<file path="src/inc/mic_pkg.sv">
// Purpose: Shared constants and types for the interrupt controller
// Assumes: 8-bit register port, 125 MHz clock, 3-bit register index
// Notes: Offsets are byte indices on the plain register port
package mic_pkg;
    localparam int ADDR_W = 3;
    localparam int REG_W = 8;
    localparam int PC_W = 13;

    localparam logic [2:0] OFF_IRQ_CONTROL = 3'h0;
    localparam logic [2:0] OFF_FLAGS_1 = 3'h1;
    localparam logic [2:0] OFF_FLAGS_2 = 3'h2;
    localparam logic [2:0] OFF_ENABLE_1 = 3'h3;
    localparam logic [2:0] OFF_ENABLE_2 = 3'h4;
    localparam logic [2:0] OFF_OPTION = 3'h5;
    localparam logic [2:0] OFF_STATUS = 3'h6;

    // irq_control field positions
    localparam int GLB_EN_BIT = 7;
    localparam int PEIE_BIT = 6;
    localparam int TIMER0_EN_BIT = 5;
    localparam int EXTE_BIT = 4;
    localparam int PCHE_BIT = 3;
    localparam int TIMER0_FLAG_BIT = 2;
    localparam int EXTF_BIT = 1;
    localparam int PCHF_BIT = 0;
    // option register
    localparam int EDGE_SEL_BIT = 6;
    // status register
    localparam int ST_ASLEEP_BIT = 0;
    localparam int ST_REQ_BIT = 1;
    localparam int ST_BUSY_BIT = 2;
    // flags_1 / enable_1: parallel port sits at the top bit
    localparam int PSP_BIT = 7;

    localparam logic [7:0] RST_IRQ_CONTROL = 8'h00;
    localparam logic [7:0] RST_PERIPH = 8'h00;
    localparam logic [7:0] RST_OPTION = 8'hFF;
    localparam logic [7:0] FLAGS_2_MASK = 8'h89;
    localparam logic [7:0] TIMER0_MAX = 8'hFF;
    localparam logic [7:0] TIMER0_ZERO = 8'h00;

    localparam logic [12:0] IRQ_VECTOR = 13'h0004;
    localparam logic [1:0] LATENCY_TICKS = 2'h3;
    localparam int INSTR_DIV = 4;

    typedef struct packed {
        logic parallel_port_flag;
        logic converter_done_flag;
        logic serial_rx_flag;
        logic serial_tx_flag;
        logic sync_serial_flag;
        logic capture_compare_a_flag;
        logic timer2_match_flag;
        logic timer1_overflow_flag;
        logic low_voltage_flag;
        logic bus_collision_flag;
        logic capture_compare_b_flag;
    } mic_periph_ev_t;

    typedef struct packed {
        logic vector_load;
        logic push_pc;
        logic [12:0] vector_addr;
    } mic_core_cmd_t;

    typedef enum logic [2:0] {
        ST_RUN = 3'b001,
        ST_COUNT = 3'b010,
        ST_SLEEP = 3'b100
    } mic_state_t;
endpackage

</file>
<file path="src/rtl/mic_pin_sync.sv">
// Purpose: Three-stage pin synchroniser with agreement filter
// Assumes: Inputs asynchronous to i_clk
// Notes: Accepted level moves only when stages two and three agree
`timescale 1ns/1ns
module mic_pin_sync #(
    parameter int WIDTH = 1,
    parameter logic [WIDTH-1:0] RST_VAL = '0
) (
    input wire logic i_clk,
    input wire logic i_rstn,
    input wire logic [WIDTH-1:0] i_pin,
    output logic [WIDTH-1:0] o_level
);
    logic [WIDTH-1:0] meta;
    logic [WIDTH-1:0] stage2;
    logic [WIDTH-1:0] stage3;
    logic [WIDTH-1:0] agree;

    // Per-bit agreement, first stage is never looked at here
    assign agree = ~(stage2 ^ stage3);

    always_ff @(posedge i_clk) begin
        if (!i_rstn) begin
            meta <= RST_VAL;
            stage2 <= RST_VAL;
            stage3 <= RST_VAL;
            o_level <= RST_VAL;
        end else begin
            meta <= i_pin;
            stage2 <= meta;
            stage3 <= stage2;
            o_level <= (agree & stage3) | (~agree & o_level);
        end
    end
endmodule

</file>
<file path="src/rtl/mic_irq_ctrl.sv">
// Purpose: Interrupt flags, masks, vectoring and sleep wake-up of an 8-bit core
// Assumes: Core sequencer obeys vector_load/push_pc; peripherals pulse events
// Notes: Instruction cycle is an internal enable every INSTR_DIV clocks
//
// Chosen here: strobed register access and the address map.
`timescale 1ns/1ns

// Overview of operation
// - Flags set on their event regardless of any enable bit.
// - Global enable, control bit 7, passes unmasked sources or blocks all.
// - Global enable plus flagged enabled source starts interrupt entry after three instruction ticks.
// - Every reset clears the global enable.
// - Entry clears global enable, pushes return address, loads PC with 0004h.
// - Return-from-interrupt instruction sets the global enable again.
// - Peripheral flags/enables in two register pairs, gated by group enable.
// - Each source has its own enable bit.
// - Pin and port-change latency three or four instruction cycles.
// - External pin edge: rising if option bit 6 set, else falling.
// - Valid pin edge sets control bit 1.
// - Control bit 4 masks the pin interrupt.
// - Enabled pin interrupt wakes from sleep; global enable decides vectoring.
// - Timer0 rollover FFh to 00h sets bit 2; bit 5 enables.
// - Port B 7:4 change sets bit 0; enable placed at bit 3.
// - Entry saves only the return PC; software saves other context.
// - Up to 14 sources; parallel port absent on small variant.
// - Enabled flagged source wakes sleep whatever the global enable.
// - After wake, next instruction runs, then vector if global enable set.
module mic_irq_ctrl #(
    parameter bit HAS_PARALLEL_PORT = 1'b1,
    parameter int DIV = mic_pkg::INSTR_DIV
) (
    input wire logic i_clk,
    input wire logic i_rstn,
    input wire logic [mic_pkg::ADDR_W-1:0] i_addr,
    input wire logic [7:0] i_wdata,
    input wire logic i_wr,
    input wire logic i_rd,
    output logic [7:0] o_rdata,
    input wire logic i_ext_irq_pin,
    input wire logic [3:0] i_port_b_pins,
    input wire logic [7:0] i_timer0_count,
    input wire mic_pkg::mic_periph_ev_t i_periph_ev,
    input wire logic i_return_from_irq_instr,
    input wire logic i_sleep_instr,
    output logic o_irq_req,
    output mic_pkg::mic_core_cmd_t o_core_cmd,
    output logic o_wake,
    output logic o_asleep,
    output logic o_instr_tick
);
    // Set-wins merge of a software write with hardware events
    function automatic logic [7:0] merge_flags(input logic [7:0] cur, input logic wr,
                                               input logic [7:0] wd, input logic [7:0] ev);
        merge_flags = (wr ? wd : cur) | ev;
    endfunction

    function automatic logic any_pending(input logic [7:0] f, input logic [7:0] e);
        any_pending = |(f & e);
    endfunction

    localparam logic [7:0] FLAGS_1_MASK = HAS_PARALLEL_PORT ? 8'hFF : 8'h7F;
    localparam logic [$clog2(DIV)-1:0] DIV_LAST = ($clog2(DIV))'(DIV - 1);

    logic [7:0] irq_control;
    logic [7:0] flags_1;
    logic [7:0] flags_2;
    logic [7:0] enable_1;
    logic [7:0] enable_2;
    logic [7:0] option_reg;
    logic [$clog2(DIV)-1:0] div_cnt;
    logic [1:0] lat_cnt;
    logic [7:0] timer0_prev;
    logic ext_prev;
    logic [3:0] port_prev;
    mic_pkg::mic_state_t state;
    mic_pkg::mic_state_t next_state;

    logic ext_level;
    logic [3:0] port_level;

    mic_pin_sync #(.WIDTH(1), .RST_VAL(1'b0)) u_ext_sync (
        .i_clk(i_clk),
        .i_rstn(i_rstn),
        .i_pin(i_ext_irq_pin),
        .o_level(ext_level)
    );

    mic_pin_sync #(.WIDTH(4), .RST_VAL(4'h0)) u_port_sync (
        .i_clk(i_clk),
        .i_rstn(i_rstn),
        .i_pin(i_port_b_pins),
        .o_level(port_level)
    );

    // Register strobes
    wire wr_ctl = i_wr && (i_addr == mic_pkg::OFF_IRQ_CONTROL);
    wire wr_f1 = i_wr && (i_addr == mic_pkg::OFF_FLAGS_1);
    wire wr_f2 = i_wr && (i_addr == mic_pkg::OFF_FLAGS_2);
    wire wr_e1 = i_wr && (i_addr == mic_pkg::OFF_ENABLE_1);
    wire wr_e2 = i_wr && (i_addr == mic_pkg::OFF_ENABLE_2);
    wire wr_opt = i_wr && (i_addr == mic_pkg::OFF_OPTION);

    wire tick = (div_cnt == DIV_LAST);
    wire glb_en = irq_control[mic_pkg::GLB_EN_BIT];
    wire peie = irq_control[mic_pkg::PEIE_BIT];
    wire edge_rise = option_reg[mic_pkg::EDGE_SEL_BIT];

    // Source events
    wire ext_event = edge_rise ? (ext_level && !ext_prev)
                               : (!ext_level && ext_prev);
    wire port_event = |(port_level ^ port_prev);
    wire t0_event = (timer0_prev == mic_pkg::TIMER0_MAX)
                 && (i_timer0_count == mic_pkg::TIMER0_ZERO);

    wire [7:0] ctl_ev = {5'h00, t0_event, ext_event, port_event};
    wire [7:0] f1_ev = {i_periph_ev.parallel_port_flag, i_periph_ev.converter_done_flag,
                        i_periph_ev.serial_rx_flag, i_periph_ev.serial_tx_flag,
                        i_periph_ev.sync_serial_flag, i_periph_ev.capture_compare_a_flag,
                        i_periph_ev.timer2_match_flag, i_periph_ev.timer1_overflow_flag};
    wire [7:0] f2_ev = {i_periph_ev.low_voltage_flag, 3'h0,
                        i_periph_ev.bus_collision_flag, 2'h0,
                        i_periph_ev.capture_compare_b_flag};

    // Per-source masking in control byte: enables sit 3 bits above flags
    wire [7:0] ctl_en = {5'h00, irq_control[mic_pkg::TIMER0_EN_BIT],
                         irq_control[mic_pkg::EXTE_BIT],
                         irq_control[mic_pkg::PCHE_BIT]};
    wire core_pend = any_pending(irq_control, ctl_en);
    wire per_pend = peie && (any_pending(flags_1, enable_1)
                          || any_pending(flags_2, enable_2));
    wire pending = core_pend || per_pend;

    // Only a PC push is requested; no other context is saved in hardware
    wire accept = (state == mic_pkg::ST_COUNT) && tick
               && (lat_cnt == mic_pkg::LATENCY_TICKS - 2'h1) && glb_en && pending;

    // Next register values
    logic [7:0] next_control;
    logic [7:0] next_f1;
    logic [7:0] next_f2;
    logic next_glb_en;

    always_comb begin
        next_control = merge_flags(irq_control, wr_ctl, i_wdata, ctl_ev);
        next_f1 = merge_flags(flags_1, wr_f1, i_wdata, f1_ev) & FLAGS_1_MASK;
        next_f2 = merge_flags(flags_2, wr_f2, i_wdata, f2_ev)
                & mic_pkg::FLAGS_2_MASK;
        // Entry clear beats a same-cycle return or software set
        if (accept) begin
            next_glb_en = 1'b0;
        end else if (i_return_from_irq_instr) begin
            next_glb_en = 1'b1;
        end else begin
            next_glb_en = next_control[mic_pkg::GLB_EN_BIT];
        end
        next_control[mic_pkg::GLB_EN_BIT] = next_glb_en;
    end

    always_ff @(posedge i_clk) begin
        if (!i_rstn) begin
            irq_control <= mic_pkg::RST_IRQ_CONTROL;
            flags_1 <= mic_pkg::RST_PERIPH;
            flags_2 <= mic_pkg::RST_PERIPH;
            enable_1 <= mic_pkg::RST_PERIPH;
            enable_2 <= mic_pkg::RST_PERIPH;
            option_reg <= mic_pkg::RST_OPTION;
        end else begin
            irq_control <= next_control;
            flags_1 <= next_f1;
            flags_2 <= next_f2;
            if (wr_e1) begin
                enable_1 <= i_wdata & FLAGS_1_MASK;
            end
            if (wr_e2) begin
                enable_2 <= i_wdata & mic_pkg::FLAGS_2_MASK;
            end
            if (wr_opt) begin
                option_reg <= i_wdata;
            end
        end
    end

    // Edge and rollover history
    always_ff @(posedge i_clk) begin
        if (!i_rstn) begin
            ext_prev <= 1'b0;
            port_prev <= 4'h0;
            timer0_prev <= 8'h00;
        end else begin
            ext_prev <= ext_level;
            port_prev <= port_level;
            timer0_prev <= i_timer0_count;
        end
    end

    // Instruction cycle enable
    always_ff @(posedge i_clk) begin
        if (!i_rstn) begin
            div_cnt <= '0;
        end else if (tick) begin
            div_cnt <= '0;
        end else begin
            div_cnt <= div_cnt + 1'b1;
        end
    end

    // Sleep and wake use enables only, never the global enable
    wire wake_cond = pending;

    always_comb begin
        next_state = state;
        unique case (state)
            mic_pkg::ST_RUN: begin
                // Sleep with a wake source already set completes as a no-op
                if (i_sleep_instr && !wake_cond) begin
                    next_state = mic_pkg::ST_SLEEP;
                end else if (glb_en && pending) begin
                    next_state = mic_pkg::ST_COUNT;
                end
            end
            mic_pkg::ST_COUNT: begin
                // A cleared global enable or flag abandons entry
                if (accept || !glb_en || !pending) begin
                    next_state = mic_pkg::ST_RUN;
                end
            end
            mic_pkg::ST_SLEEP: begin
                if (wake_cond) begin
                    next_state = mic_pkg::ST_RUN;
                end
            end
            default: begin
                next_state = mic_pkg::ST_RUN;
            end
        endcase
    end

    always_ff @(posedge i_clk) begin
        if (!i_rstn) begin
            state <= mic_pkg::ST_RUN;
        end else begin
            state <= next_state;
        end
    end

    // Fixed tick count hides one- versus two-cycle instruction length
    always_ff @(posedge i_clk) begin
        if (!i_rstn) begin
            lat_cnt <= 2'h0;
        end else if (state != mic_pkg::ST_COUNT) begin
            lat_cnt <= 2'h0;
        end else if (tick) begin
            lat_cnt <= lat_cnt + 2'h1;
        end
    end

    // Core command and wake pulse come from flops
    always_ff @(posedge i_clk) begin
        if (!i_rstn) begin
            o_core_cmd <= '0;
            o_wake <= 1'b0;
        end else begin
            o_core_cmd.vector_load <= accept;
            o_core_cmd.push_pc <= accept;
            o_core_cmd.vector_addr <= mic_pkg::IRQ_VECTOR;
            o_wake <= (state == mic_pkg::ST_SLEEP) && wake_cond;
        end
    end

    // Read mux, unmapped offsets read zero
    wire [7:0] status_val = {5'h00, (state == mic_pkg::ST_COUNT), pending,
                             (state == mic_pkg::ST_SLEEP)};
    logic [7:0] rd_mux;
    always_comb begin
        unique case (i_addr)
            mic_pkg::OFF_IRQ_CONTROL: rd_mux = irq_control;
            mic_pkg::OFF_FLAGS_1: rd_mux = flags_1;
            mic_pkg::OFF_FLAGS_2: rd_mux = flags_2;
            mic_pkg::OFF_ENABLE_1: rd_mux = enable_1;
            mic_pkg::OFF_ENABLE_2: rd_mux = enable_2;
            mic_pkg::OFF_OPTION: rd_mux = option_reg;
            mic_pkg::OFF_STATUS: rd_mux = status_val;
            default: rd_mux = 8'h00;
        endcase
    end

    always_ff @(posedge i_clk) begin
        if (!i_rstn) begin
            o_rdata <= 8'h00;
        end else if (i_rd) begin
            o_rdata <= rd_mux;
        end else begin
            o_rdata <= 8'h00;
        end
    end

    // Flags persist until software clears them, so a serviced source repeats
    assign o_irq_req = glb_en && pending;
    assign o_asleep = (state == mic_pkg::ST_SLEEP);
    assign o_instr_tick = tick;
endmodule

</file>
<file path="config.mk">
export PLATFORM = sky130hd
export DESIGN_NAME = mic_irq_ctrl
export DESIGN_NICKNAME = d
export VERILOG_FILES = /design/src/inc/mic_pkg.sv /design/src/rtl/mic_pin_sync.sv /design/src/rtl/mic_irq_ctrl.sv
export SDC_FILE = /design/constraint.sdc
export NUM_CORES = 1
export LEC_CHECK = 0
export ABC_AREA = 1
export CORE_ASPECT_RATIO = 0.7
export CORE_MARGIN = 5
export CORE_UTILIZATION = 55
export DETAILED_ROUTE_END_ITERATION = 10
export DONT_BUFFER_PORTS = 1
export PLACE_DENSITY = 0.7
export SYNTH_ARGS = -nofsm -noshare
export SYNTH_HDL_FRONTEND = slang
export SYNTH_SLANG_ARGS = --single-unit
export TNS_END_PERCENT = 10
</file>
<file path="constraint.sdc">
create_clock -name i_clk -period 1.86 [get_ports i_clk]
set_clock_uncertainty 0.2 [all_clocks]
set_input_delay 0.093 -clock i_clk [delete_from_list [all_inputs] [get_ports i_clk]]
set_output_delay 0.093 -clock i_clk [all_outputs]
set_load 0.01 [all_outputs]
</file>
# == Word-level counts from Yosys, hierarchy flattened ==
# Cells that the tools add are included.
# word_totals
regBits,96
output_inout_bits,27
word_cells,111
# op_classes
n_eq_ne,16
n_reduce_logical,36
add_sub_neg,2
n_bitwise,19
mux,12
# ops
op,n
8-bit one-hot mux with 7 select lines,1
8-bit two-way mux,3
8-bit OR reduction,3
1-bit logical AND,17
8-bit bitwise AND,2
8-bit OR,2
3-bit two-way mux,5
"3-bit equality test, second input constant",4
"3-bit by 2-bit equality test with 1-bit output, second input constant",3
3-bit one-hot mux with 3 select lines,1
4-bit bitwise AND,2
8-bit by 3-bit bitwise AND with 8-bit output,1
"8-bit equality test, second input constant",1
8-bit zero test,1
4-bit NOT,2
8-bit by 3-bit OR with 8-bit output,1
4-bit XOR,2
"3-bit by 1-bit equality test with 1-bit output, second input constant",2
2-bit OR reduction,3
"2-bit by 1-bit adder with 2-bit output, second input constant",2
"2-bit equality test, second input constant",2
1-bit zero test,4
1-bit logical OR,4
"2-bit by 1-bit inequality test with 1-bit output, second input constant",2
other kinds (12),15

# == Logic depth before layout (Yosys ltp) ==
# Gate-level depths: netlist (run 1).
# logic_depth
ltp_word,10
depth_mapped,12
depth_no_buf,12

# == Cells and area by module ==
# A second synthesis (run 1) with hierarchy kept.
# unflattened
cells_unflattened,467
hier_area_um2,3632.2
# modules_own_cells
mod,instances,seq_area_each_um2,area_each_um2,cells_per_inst
mic_irq_ctrl,1,1381.3,3039.2,401
mic_pin_sync at u_port_sync,1,320.3,476.7,53
mic_pin_sync at u_ext_sync,1,80.1,116.4,13

# == Worst setup path after synthesis (run 1) ==
# No wires, ideal clock.
# synth_timing
path_kind,register to register
from,register div_cnt[0]
to,register state[1]
slack_ns,0.386
period_less_slack_ns,1.474
stages_incl_launch_ff,10
arrival_time_ns,1.210
required_time_ns,1.596
path_cell_list,dfxtp_1 -> ha_1 -> nand3_1 -> nor2_1 -> nor2_1 -> nand3_1 -> nand2_1 -> nor2_1 -> nor2_1 -> nor2_1
# synth_via
elab_chain_cells,9
# synth_rtl
element,line,text
from (decl),mic_irq_ctrl.sv:70,logic [$clog2(DIV)-1:0] div_cnt;
from (signal assigned),mic_irq_ctrl.sv:203,div_cnt <= div_cnt + 1'b1;
2-bit equality test,mic_irq_ctrl.sv:103,wire tick = (div_cnt == DIV_LAST);
named net o_instr_tick,mic_irq_ctrl.sv:49,output logic o_instr_tick
1-bit logical AND,mic_irq_ctrl.sv:134,wire accept = (state == mic_pkg::ST_COUNT) && tick
1-bit logical AND (3 in series),mic_irq_ctrl.sv:135,&& (lat_cnt == mic_pkg::LATENCY_TICKS - 2'h1) && glb_en && pending;
1-bit logical OR (2 in series),mic_irq_ctrl.sv:223,if (accept || !glb_en || !pending) begin
2-bit by 1-bit inequality test with 1-bit output (no source line),n/a,
3-bit AND reduction (no source line),n/a,
to (signal assigned),mic_irq_ctrl.sv:240,state <= mic_pkg::ST_RUN;
to (signal assigned),mic_irq_ctrl.sv:242,state <= next_state;
to (decl),mic_irq_ctrl.sv:75,mic_pkg::mic_state_t state;
# The timed path passes the listed nets, and every way through them passes these cells.
# A chain may end at the register's enable or synchronous reset.

# == Worst setup path in the final report (run 1) ==
# layout_timing
from,input i_wr
to,register option_reg[0]
# layout_via
elab_chain_cells,1
# layout_rtl
element,line,text
from (decl),mic_irq_ctrl.sv:36,"input wire logic i_wr,"
1-bit logical AND,mic_irq_ctrl.sv:101,wire wr_opt = i_wr && (i_addr == mic_pkg::OFF_OPTION);
to (signal assigned),mic_irq_ctrl.sv:166,option_reg <= mic_pkg::RST_OPTION;
to (signal assigned),mic_irq_ctrl.sv:178,option_reg <= i_wdata;
to (decl),mic_irq_ctrl.sv:69,logic [7:0] option_reg;
# Every way passes these cells.

==> key figures, run 1 <==
Status
  • Status: finished clean

Clock tree
  • CTS Buf Count: 9
  • Clock tree from TritonCTS: built
  • Root Buffer: clkbuf_8
  • Clk slew on worst S/H paths: 80 ps
  • CTS max path bufs: 2
  • TritonCTS Sinks: 89
  • Clk Latency, worst-skew pair: 360 ps
  • Htree depth: 3

Setup path
  • Slowest stage delay, CP: 630 ps
  • CP Cell Sequence: inv_2 -> dlygate4sd3_1 -> nor2_4 -> inv_2 -> nand2_1 -> o211ai_2 -> dlygate4sd3_1
  • CP required: 1970 ps
  • Max FO, Critical Path: 12
  • Startpoint types: input port
  • Slowest CP cell: dlygate4sd3_1
  • Critical path class: in -> reg
  • Critical path capture point type: flip-flop
  • Worst Path Arrival: ~2000 ps

Place
  • RD Place Congestion: 0.8893
  • Post-DP HPWL: ~6 mm
  • Placed Cells: ~550
  • # port buffers: 0
  • Pre-CTS setup slack: 206.4 ps

Power and ir drop
  • PwrDens: 798.2 mW/mm2
  • Flop pwr share: 0.550
  • Internal power: 2.787 mW
  • Leak: roughly 2.3 nW
  • Clock power frac: 0.334
  • Gate power share: 0.116
  • Net switching power: slightly above 0.9 mW
  • Peak VDD IR: between 0.0005 and 0.0006 V
  • Switching portion of total power: 0.2488

Global routing
  • First-pass GRT wire length: 15.01 mm
  • Largest net degree at the start of global routing: 67
  • Grt ovf: 0
  • Initial antenna violation count: 0
  • Tot GR Track Use: 0.2269
  • Vias in the first global route: 3079

Logic synthesis
  • Post-synth EDFFs: 0
  • Syn avg cell area: 7.886 um2
  • Cell Area, Synth: 0.003699 mm2
  • Cell taking the most area after synthesis: dfxtp_1
  • Yosys warning count: 0
  • Yosys reg bits: 89
  • Count leader, synth: dfxtp_1
  • Synth top area cells: dfxtp_1, inv_1, nand2_1
  • Synth cell count leaders: dfxtp_1, inv_1, nand2_1
  • Cell variety after synth: 40
  • Synth top area share: 0.4817
  • Syn Inst Count: between 400 and 500
  • Ys flop type: dfxtp_1
  • Asr flop ratio synth: 0
  • Seq/Total Area, Yosys: 0.4817

Cells and area
  • Area growth, synth to finish: 25.68%
  • Diode count: 0
  • Post-layout nets: 586
  • Fin cells: ~640
  • Share of cells above drive strength 1: 0.09689

Floorplanning
  • Die Area: 0.008491 mm2
  • DIE WIDTH: ~110 um
  • Rows: 25
  • Io pins: just under 70
  • Die H: 78.61 um
  • Core area: 0.006631 mm2
  • Initial core utilization: 0.5577

Routing
  • Vias per inst: 5.257
  • Iteration-0 DRC Markers: a little under 400
  • Routed vias: ~3400
  • Antenna Nets Post-Route: 0
  • Drt total wl: 9.437 mm
  • Drt wl/cell: 14.72 um
  • Pre-Repair DR Iteration Count: 6
  • Number of remaining DRC errors: 0

Run
  • MaxCap Viol Count: 0

STA
  • Final Hold Fails: 0
  • Setup ws final: approximately 18 ps
  • RSZ-0062 raised after global routing: no
  • Setup TNS Final: 0 ps
  • Relative max-transition margin: 0.6478
  • Slew @ Worst Pin: 527.7 ps
  • Final Setup Violations: 0
  • Minimum clock period: 1842 ps
  • Highest clock rate: around 0.54 GHz
  • Hold WS: 11.55 ps
  • Post-route clock period utilization: 0.9901
  • Final Max Slew Viols: 0

Worst hold path
  • Hold crit path type: in -> reg
-- placed cells by master (no fill, tap or decap), drive strengths merged, types with 4 or more instances in the layout --
master	n
buf	6
conb	12
inv	93
nand2	83
xor2	4
dfxtp	89
clkbuf	11
dlygate4sd3	69
o22ai	9
a21oi	36
nor2	50
nor3	4
o21ai	20
o211ai	8
nand3	15
o31ai	11
a221oi	6
-- per-layer routing --
| layer | track usage | part of all wire | wire (um) | vias up |
|---|---|---|---|---|
| met5 | 0 | 0 | 0 | - |
| met4 | 0.08701 | 0.027 | 257 | 0 |
| met3 | 0.06245 | 0.11 | 1009 | 36 |
| met2 | 0.3480 | 0.43 | 4073 | 186 |
| met1 | 0.3037 | 0.43 | 4095 | 1536 |
| li1 | - | - | - | 1612 |
-- kinds of logic (layout without fill, tap and decap cells) --
group	count (synthesis)	after routing	share of synthesized area
buffers and inverters	117	184	0.1387
AO/OA/AOI/OAI	95	95	0.1641
adder cells (fa/ha/maj)	2	2	0.006765
other	1	12	0.001014
flip-flops	89	89	0.4817
AND/OR/NAND/NOR	160	160	0.1959
XOR/XNOR	5	5	0.01184
-- critical path: cells and delay by family --
family,cells,cell delay [ps]
AO/OA/AOI/OAI,1,90
buffers and inverters,4,1560
AND/OR/NAND/NOR,2,200
-- area by class of cell --
class,count,area (um2)
fillers,529,1983
well taps,94,117.6
clock buffers,11,131.4
clock inverters,4,45.04
multi-input cells,274,1455
flip-flops and latches,89,1782
inverters,93,349.1
repair buffers,76,768.2
-- metrics by stage --
stage               utilization  cell area [um2]  total power, mW
floorplan                     -             3740            2.328
global placement         0.5592             3709            2.345
detailed placement       0.5592             3709            2.352
CTS                      0.6972             4623            3.719
global route             0.7009             4648            3.871
finish                   0.7009             4648            3.710
-- path summary, 6_finish.rpt --
kind,startpoint,end,slack (ps),cells after the start
max,i_wr,option_reg[0],20,7
min,i_wr,irq_control[2],10,5
max reg2reg,enable_1[0],state[1],80,12
min reg2reg,u_port_sync.meta[2],u_port_sync.stage2[2],220,2
-- power groups by stage --
stage / Sequential, mW / Combinational [mW] / Clock, mW
final: 2.04 / 0.432 / 1.24
after global routing: 2.05 / 0.476 / 1.35
after CTS: 2.04 / 0.414 / 1.27
after detailed placement: 2.08 / 0.270 / 0
after global placement: 2.08 / 0.266 / 0
after floorplan: 2.07 / 0.259 / 0
-- repair_timing --
action | CTS | global route
resized for setup | 0 | 3
setup endpoints to repair | 0 | 12
endpoints found under the hold margin | 86 | 0
hold buffers | 72 | 0
buffers inserted | 0 | 3
(Power assumes the default switching activity.)
==> run 2: changes to the inputs <==
- CORE_UTILIZATION: 55 -> 62
- PLACE_DENSITY: 0.7 -> 0.78
==> run 2 against run 1 <==
The flow now finishes with violations (hold timing). Combinational power is 4% higher. Via count is 1.3% higher. Clock power is 4% higher.
==> key figures, run 2 (same netlist as run 1, synthesis figures left out) <==
STA
  • Post-route clock period utilization: 0.9868 (was 0.9901)
  • Final Max Slew Viols: 0 (unchanged)
  • Minimum clock period: 1835 ps (was 1842 ps)
  • Final Setup Violations: 0 (unchanged)
  • RSZ-0062 raised after global routing: yes (was no)
  • Relative max-transition margin: 0.6231 (was 0.6478)
  • Final Hold Fails: 1 (was 0)
  • Slew @ Worst Pin: 564.7 ps (was 527.7 ps)
  • Hold WS: -6.442 ps (was 11.55 ps)
  • Highest clock rate: 0.5448 GHz (was 0.5430 GHz)

Place
  • Post-DP HPWL: 5.809 mm (was 5.830 mm)
  • RD Place Congestion: 0.9105 (was 0.8893)
  • # port buffers: 0 (unchanged)

Power and ir drop
  • PwrDens: 817.8 mW/mm2 (was 798.2 mW/mm2)
  • Internal power: 2.846 mW (was 2.787 mW)
  • Gate power share: 0.119 (was 0.116)
  • Switching portion of total power: 0.2478 (was 0.2488)
  • Flop pwr share: 0.539 (was 0.550)
  • Pwr Total: 3.783 mW (was 3.710 mW)
  • Leak: 2.237 nW (was 2.258 nW)
  • Clock power frac: 0.342 (was 0.334)
  • Peak VDD IR: 0.0006678 V (was 0.0005083 V)
  • Net switching power: 0.9373 mW (was 0.9232 mW)

Clock tree
  • Clk slew on worst S/H paths: 80 ps (about the same)
  • TritonCTS Sinks: 89 (unchanged)
  • Clock tree from TritonCTS: built (unchanged)
  • CTS max path bufs: 2 (unchanged)
  • CTS Buf Count: 9 (unchanged)
  • Root Buffer: clkbuf_8 (unchanged)
  • Clk Latency, worst-skew pair: 360 ps (about the same)
  • Htree depth: 3 (unchanged)

Routing
  • Antenna Nets Post-Route: 0 (unchanged)
  • Pre-Repair DR Iteration Count: 5 (was 6)
  • Iteration-0 DRC Markers: 290 (was 386)
  • Routed vias: 3414 (was 3370)
  • Number of remaining DRC errors: 0 (unchanged)
  • Drt total wl: 9.700 mm (was 9.437 mm)
  • Vias per inst: 5.480 (was 5.257)
  • Drt wl/cell: 15.57 um (was 14.72 um)

Cells and area
  • Diode count: 0 (unchanged)
  • Most frequent cells in the layout: dfxtp_1, inv_1, nand2_1 (unchanged)
  • Multi-input gate area: 0.001448 mm2 (was 0.001455 mm2)
  • Area growth, synth to finish: 25.07% (was 25.68%)
  • Post-layout nets: 586 (unchanged)
  • Share of cells above drive strength 1: 0.09854 (was 0.09689)
  • Commonest non-fill, non-tap cell in the layout: dfxtp_1 (unchanged)
  • Register area: 0.001782 mm2 (unchanged)
  • # fillers: 388 (was 529)

Run
  • MaxCap Viol Count: 0 (unchanged)

Floorplanning
  • Io pins: 68 (unchanged)
  • Rows: 23 (was 25)
  • DIE WIDTH: 102.3 um (was 108.0 um)
  • Die H: 74.62 um (was 78.61 um)
  • Initial core utilization: 0.6426 (was 0.5577)
  • Die Area: 0.007635 mm2 (was 0.008491 mm2)
  • Core area: 0.005756 mm2 (was 0.006631 mm2)

Global routing
  • First-pass GRT wire length: 15.56 mm (was 15.01 mm)
  • Grt ovf: 0 (unchanged)
  • Initial antenna violation count: 0 (unchanged)
  • Vias in the first global route: 3156 (was 3079)
  • Largest net degree at the start of global routing: 67 (unchanged)
  • Tot GR Track Use: 0.2705 (was 0.2269)

Setup path
  • FF-to-FF path depth: 12 (unchanged)
  • CP Cell Sequence: dlygate4sd3_1 -> nand3_1 -> dlygate4sd3_1 -> inv_1 -> a221oi_1 -> a21oi_1 (was inv_2 -> dlygate4sd3_1 -> nor2_4 -> inv_2 -> nand2_1 -> o211ai_2 -> dlygate4sd3_1)
  • Critical Path End: o_rdata[0] (was option_reg[0])
  • WP depth: 6 (was 7)
  • Worst Path Arrival: 1870 ps (was 1950 ps)
  • CP required: 1890 ps (was 1970 ps)
  • Critical path capture point type: flip-flop (unchanged)
  • Slowest CP cell: dlygate4sd3_1 (unchanged)
  • Crit path max-delay family: buffers and inverters (unchanged)
  • Crit path launch: i_addr[2] (was i_wr)
  • Max FO, Critical Path: 3 (was 12)
  • Worst R2R Setup Slack: 160 ps (was 80 ps)
  • Startpoint types: input port (unchanged)
  • Reg2Reg Launch Point: flags_1[4] (was enable_1[0])
  • Critical path class: in -> reg (unchanged)
  • Critical Path Most Common Cell: dlygate4sd3_1
  • Reg-to-Reg End: state[1] (unchanged)
  • Buf+Inv Stages, Crit Path: 3 (was 4)
  • Slowest stage delay, CP: 600 ps (was 630 ps)

Status
  • Status: complete, but fails checks (was finished clean)
  • Failing checks: hold timing

Worst hold path
  • Hold crit path type: in -> reg (unchanged)
[run 2: cell types whose count changed in the layout (fill, tap and decap cells not counted), moves of 2 or more]
cell,previous run,this run
clkinv_2,3,0
clkbuf_1,2,4
nand2_2,4,6
nand2_4,3,1
[run 2: stage by stage]
| step | utilization | instance area [um2] | setup WS (ps) | instances | TNS [ps] |
|---|---|---|---|---|---|
| global placement | 0.6402 | 3685 | 251.4 | 533 | 0 |
| finish | 0.8037 | 4626 | 24.63 | 623 | 0 |
| floorplan | - | 3740 | 386.0 | 480 | 0 |
| CTS | 0.7998 | 4603 | 3.412 | 620 | 0 |
| global route | 0.8037 | 4626 | -0.6678 | 623 | -0.6678 |
| detailed placement | 0.6402 | 3685 | 214.5 | 533 | 0 |
[run 2: worst min-delay path by stage]
| stage | start | endpoint | slack, ps | cells after the start |
|---|---|---|---|---|
| 5_1_grt | i_addr[0] | irq_control[0] | 4 | 5 |
| 3_5_place_dp | i_rstn | o_core_cmd[2] | -80 | 0 |
| 6_report | i_wr | irq_control[1] | -6 | 4 |
| 4_1_cts | i_addr[1] | flags_1[1] | 0.8 | 6 |
| 3_3_place_gp | i_rstn | o_core_cmd[2] | -80 | 0 |
| 2_1_floorplan | i_rstn | o_core_cmd[2] | -80 | 0 |
[run 2: worst reg2reg max path, cell delays in order (launching register included)]
cell     delay (ps)
dfxtp_1         330
nand2_1          80
nand2_1          80
nor2_2          130
nand3_1         110
nand2_2         120
nand2_2         100
nand2_2          90
inv_2            60
nor2_2          120
nor2_1           50
nor2_1           80
nor2_1           50
[run 2: power by group through the flow]
stage	Clock (mW)	Sequential [mW]	Combinational [mW]
after detailed placement	0	2.08	0.272
after CTS	1.30	2.04	0.423
final	1.29	2.04	0.451
after global placement	0	2.08	0.267
after floorplan	0	2.07	0.259
after global routing	1.38	2.05	0.496
[run 2: cell type report]
cell class                 count  share of cell area
multi-input combinational    274              0.3130
sequential                    89              0.3852
inverter                      93             0.07547
tap                           75             0.02029
clock buffer                  14             0.03300
timing repair buffer          76              0.1650
clock inverter                 2            0.008115
[run 2: routing by layer]
metal  up-vias  global-route usage  routed length [um]
li1       1622                   -                   -
met1      1559              0.3405                3963
met2       201              0.4233                4340
met3        32              0.1176                1140
met4         0             0.08151                 256
met5         -             0.03205                   0
[run 2: what timing repair did]
action / CTS / global route
setup endpoints to repair: 0 / 5
hold buffers: 71 / 0
resized for setup: 0 / 2
endpoints found under the hold margin: 87 / 0
buffers inserted: 0 / 4
==> run 3: changes to the inputs <==
==> constraint.sdc (replaced) <==
create_clock -name i_clk -period 1.86 [get_ports i_clk]
set_clock_uncertainty 0.2 [all_clocks]
set_input_delay 0 -clock i_clk [delete_from_list [all_inputs] [get_ports i_clk]]
set_output_delay 0 -clock i_clk [all_outputs]
set_load 0.01 [all_outputs]
==> run 3 against run 2 <==
The run now ends clean. Cell area grew 3.1%. Core utilization grew 2.5 points. Clock-buffer cell count is the same. Clock power is essentially flat. Combinational power grew 7.1%. Sequential share of layout area shrank 1.1 points. Die area is the same. First-iteration DRC count grew 39%. Worst setup slack gained 14 ps. Via count grew 3.5%. Largest cell class unchanged.
==> key figures, run 3 (same netlist as run 1, synthesis figures left out) <==
Global routing
  • Largest net degree at the start of global routing: 67 (unchanged)
  • Initial antenna violation count: 2 (was 0)
  • First-pass GRT wire length: 16.24 mm (was 15.56 mm)
  • Tot GR Track Use: 0.2839 (was 0.2705)
  • Grt ovf: 0 (unchanged)
  • Vias in the first global route: 3268 (was 3156)

Power and ir drop
  • Net switching power: 0.9653 mW (was 0.9373 mW)
  • Peak VDD IR: 0.0006511 V (was 0.0006678 V)
  • Internal power: 2.862 mW (was 2.846 mW)
  • Leak: 2.340 nW (was 2.237 nW)
  • Flop pwr share: 0.534 (was 0.539)
  • Clock power frac: 0.340 (was 0.342)
  • Switching portion of total power: 0.2522 (was 0.2478)
  • Gate power share: 0.126 (was 0.119)
  • PwrDens: 802.8 mW/mm2 (was 817.8 mW/mm2)

STA
  • RSZ-0062 raised after global routing: no (was yes)
  • Final Max Slew Viols: 0 (unchanged)
  • Highest clock rate: 0.5489 GHz (was 0.5448 GHz)
  • Setup TNS Final: 0 ps (unchanged)
  • Minimum clock period: 1822 ps (was 1835 ps)
  • Final Hold Fails: 0 (was 1)
  • Final Setup Violations: 0 (unchanged)
  • Slew @ Worst Pin: 597.4 ps (was 564.7 ps)
  • Relative max-transition margin: 0.6013 (was 0.6231)
  • Post-route clock period utilization: 0.9795 (was 0.9868)
  • Hold WS: 79.46 ps (was -6.442 ps)

Clock tree
  • Clk Latency, worst-skew pair: 360 ps (about the same)
  • Clk slew on worst S/H paths: 80 ps (about the same)
  • Root Buffer: clkbuf_8 (unchanged)
  • Clock tree from TritonCTS: built (unchanged)
  • TritonCTS Sinks: 89 (unchanged)
  • Htree depth: 3 (unchanged)
  • CTS max path bufs: 2 (unchanged)
  • CTS Buf Count: 9 (unchanged)

Routing
  • Drt total wl: 11.03 mm (was 9.700 mm)
  • Routed vias: 3534 (was 3414)
  • Vias per inst: 5.583 (was 5.480)
  • Pre-Repair DR Iteration Count: 6 (was 5)
  • Drt wl/cell: 17.43 um (was 15.57 um)
  • Iteration-0 DRC Markers: 402 (was 290)
  • Number of remaining DRC errors: 0 (unchanged)
  • Antenna Nets Post-Route: 0 (unchanged)

Setup path
  • Crit path max-delay family: buffers and inverters (unchanged)
  • Slowest CP cell: dlygate4sd3_1 (unchanged)
  • CP Cell Sequence: inv_2 -> nand3_2 -> dlygate4sd3_1 -> inv_2 -> a221oi_2 -> nor2_1 -> dlygate4sd3_1 (was dlygate4sd3_1 -> nand3_1 -> dlygate4sd3_1 -> inv_1 -> a221oi_1 -> a21oi_1)
  • Startpoint types: input port (unchanged)
  • Slowest stage delay, CP: 700 ps (was 600 ps)
  • Worst Path Arrival: 1870 ps (about the same)
  • CP required: 1910 ps (was 1890 ps)
  • Worst R2R Setup Slack: 70 ps (was 160 ps)
  • Reg2Reg Launch Point: flags_1[7] (was flags_1[4])
  • Buf+Inv Stages, Crit Path: 4 (was 3)
  • Critical path class: in -> reg (unchanged)
  • FF-to-FF path depth: 12 (unchanged)
  • Max FO, Critical Path: 7 (was 3)
  • Critical path capture point type: flip-flop (unchanged)
  • Reg-to-Reg End: state[1] (unchanged)
  • Crit path launch: i_addr[2] (unchanged)

Worst hold path
  • Hold path start: i_ext_irq_pin (was i_wr)
  • Endpoint, Worst Hold: u_ext_sync.meta (was irq_control[1])
  • Hold crit path type: in -> reg (unchanged)
  • Worst hold path depth: 3 (was 4)

Floorplanning
  • Io pins: 68 (unchanged)
  • Initial core utilization: 0.6426 (unchanged)
  • Die Area: 0.007635 mm2 (unchanged)
  • Die H: 74.62 um (unchanged)
  • DIE WIDTH: 102.3 um (unchanged)
  • Rows: 23 (unchanged)
  • Core area: 0.005756 mm2 (unchanged)

Cells and area
  • Area growth, synth to finish: 28.89% (was 25.07%)
  • Share of cells above drive strength 1: 0.09515 (was 0.09854)
  • Commonest non-fill, non-tap cell in the layout: dfxtp_1 (unchanged)
  • Post-layout nets: 595 (was 586)
  • Most frequent cells in the layout: dfxtp_1, inv_1, dlygate4sd3_1 (was dfxtp_1, inv_1, nand2_1)

Place
  • RD Place Congestion: 0.9105 (unchanged)
  • # port buffers: 0 (unchanged)
  • Post-DP HPWL: 5.809 mm (unchanged)

Run
  • MaxCap Viol Count: 0 (unchanged)

Status
  • Status: finished clean (was complete, but fails checks)
-- run 3: layout make-up --
type | instances | area [um2]
Antenna cell | 1 | 2.502
Clock buffer | 14 | 152.6
Clock inverter | 2 | 37.54
Fill cell | 353 | 988.4
Inverter | 93 | 349.1
Multi-Input combinational cell | 274 | 1471
Sequential cell | 89 | 1782
Tap cell | 75 | 93.84
Timing Repair Buffer | 85 | 878.3
-- run 3: layer usage --
layer  vias to the layer above  GRT usage  share of wire
met5                         -          0         0.0018
met4                         2     0.1194          0.053
met3                        81    0.09907           0.11
met2                       237     0.4593           0.45
met1                      1579     0.3501           0.38
li1                       1635          -              -
-- run 3: worst reg2reg max path: cells and delay by family (launching register included) --
kind	cells	cell delay, ps
and+or+nand+nor	11	1080
DFF	1	340
buffers and inverters	1	60
-- run 3: how the worst max path moves through the flow --
stage                       to  slack, ps  cells past startpoint
detailed placement    state[1]        210                     12
floorplan             state[1]        390                      9
finish              o_rdata[5]         40                      7
global route          state[1]         10                     12
CTS                 flags_1[0]         20                     10
global placement      state[1]        250                     12
-- run 3: per-stage QoR --
stage / worst slack (ps) / area [um2] / utilization / std cells / power (mW)
after floorplan: 386.0 / 3740 / - / 480 / 2.328
after global placement: 251.4 / 3685 / 0.6402 / 533 / 2.345
after detailed placement: 214.5 / 3685 / 0.6402 / 533 / 2.354
after CTS: 16.75 / 4723 / 0.8207 / 632 / 3.777
after global routing: 11.68 / 4767 / 0.8283 / 633 / 3.956
final: 38.13 / 4767 / 0.8283 / 633 / 3.827
-- run 3: power groups by stage --
stage                     Sequential [mW]  Combinational [mW]  Clock [mW]
after floorplan                      2.07               0.259           0
after global placement               2.08               0.267           0
after detailed placement             2.08               0.272           0
after CTS                            2.04               0.438        1.30
after global routing                 2.05               0.522        1.38
final                                2.04               0.483        1.30
-- run 3: what timing repair did --
item / 4_1_cts / 5_1_grt
setup buffers: 0 / 0
hold buffers: 83 / 0
endpoints found under the hold margin: 89 / 0
setup endpoints to repair: 0 / 23
resized for setup: 0 / 12
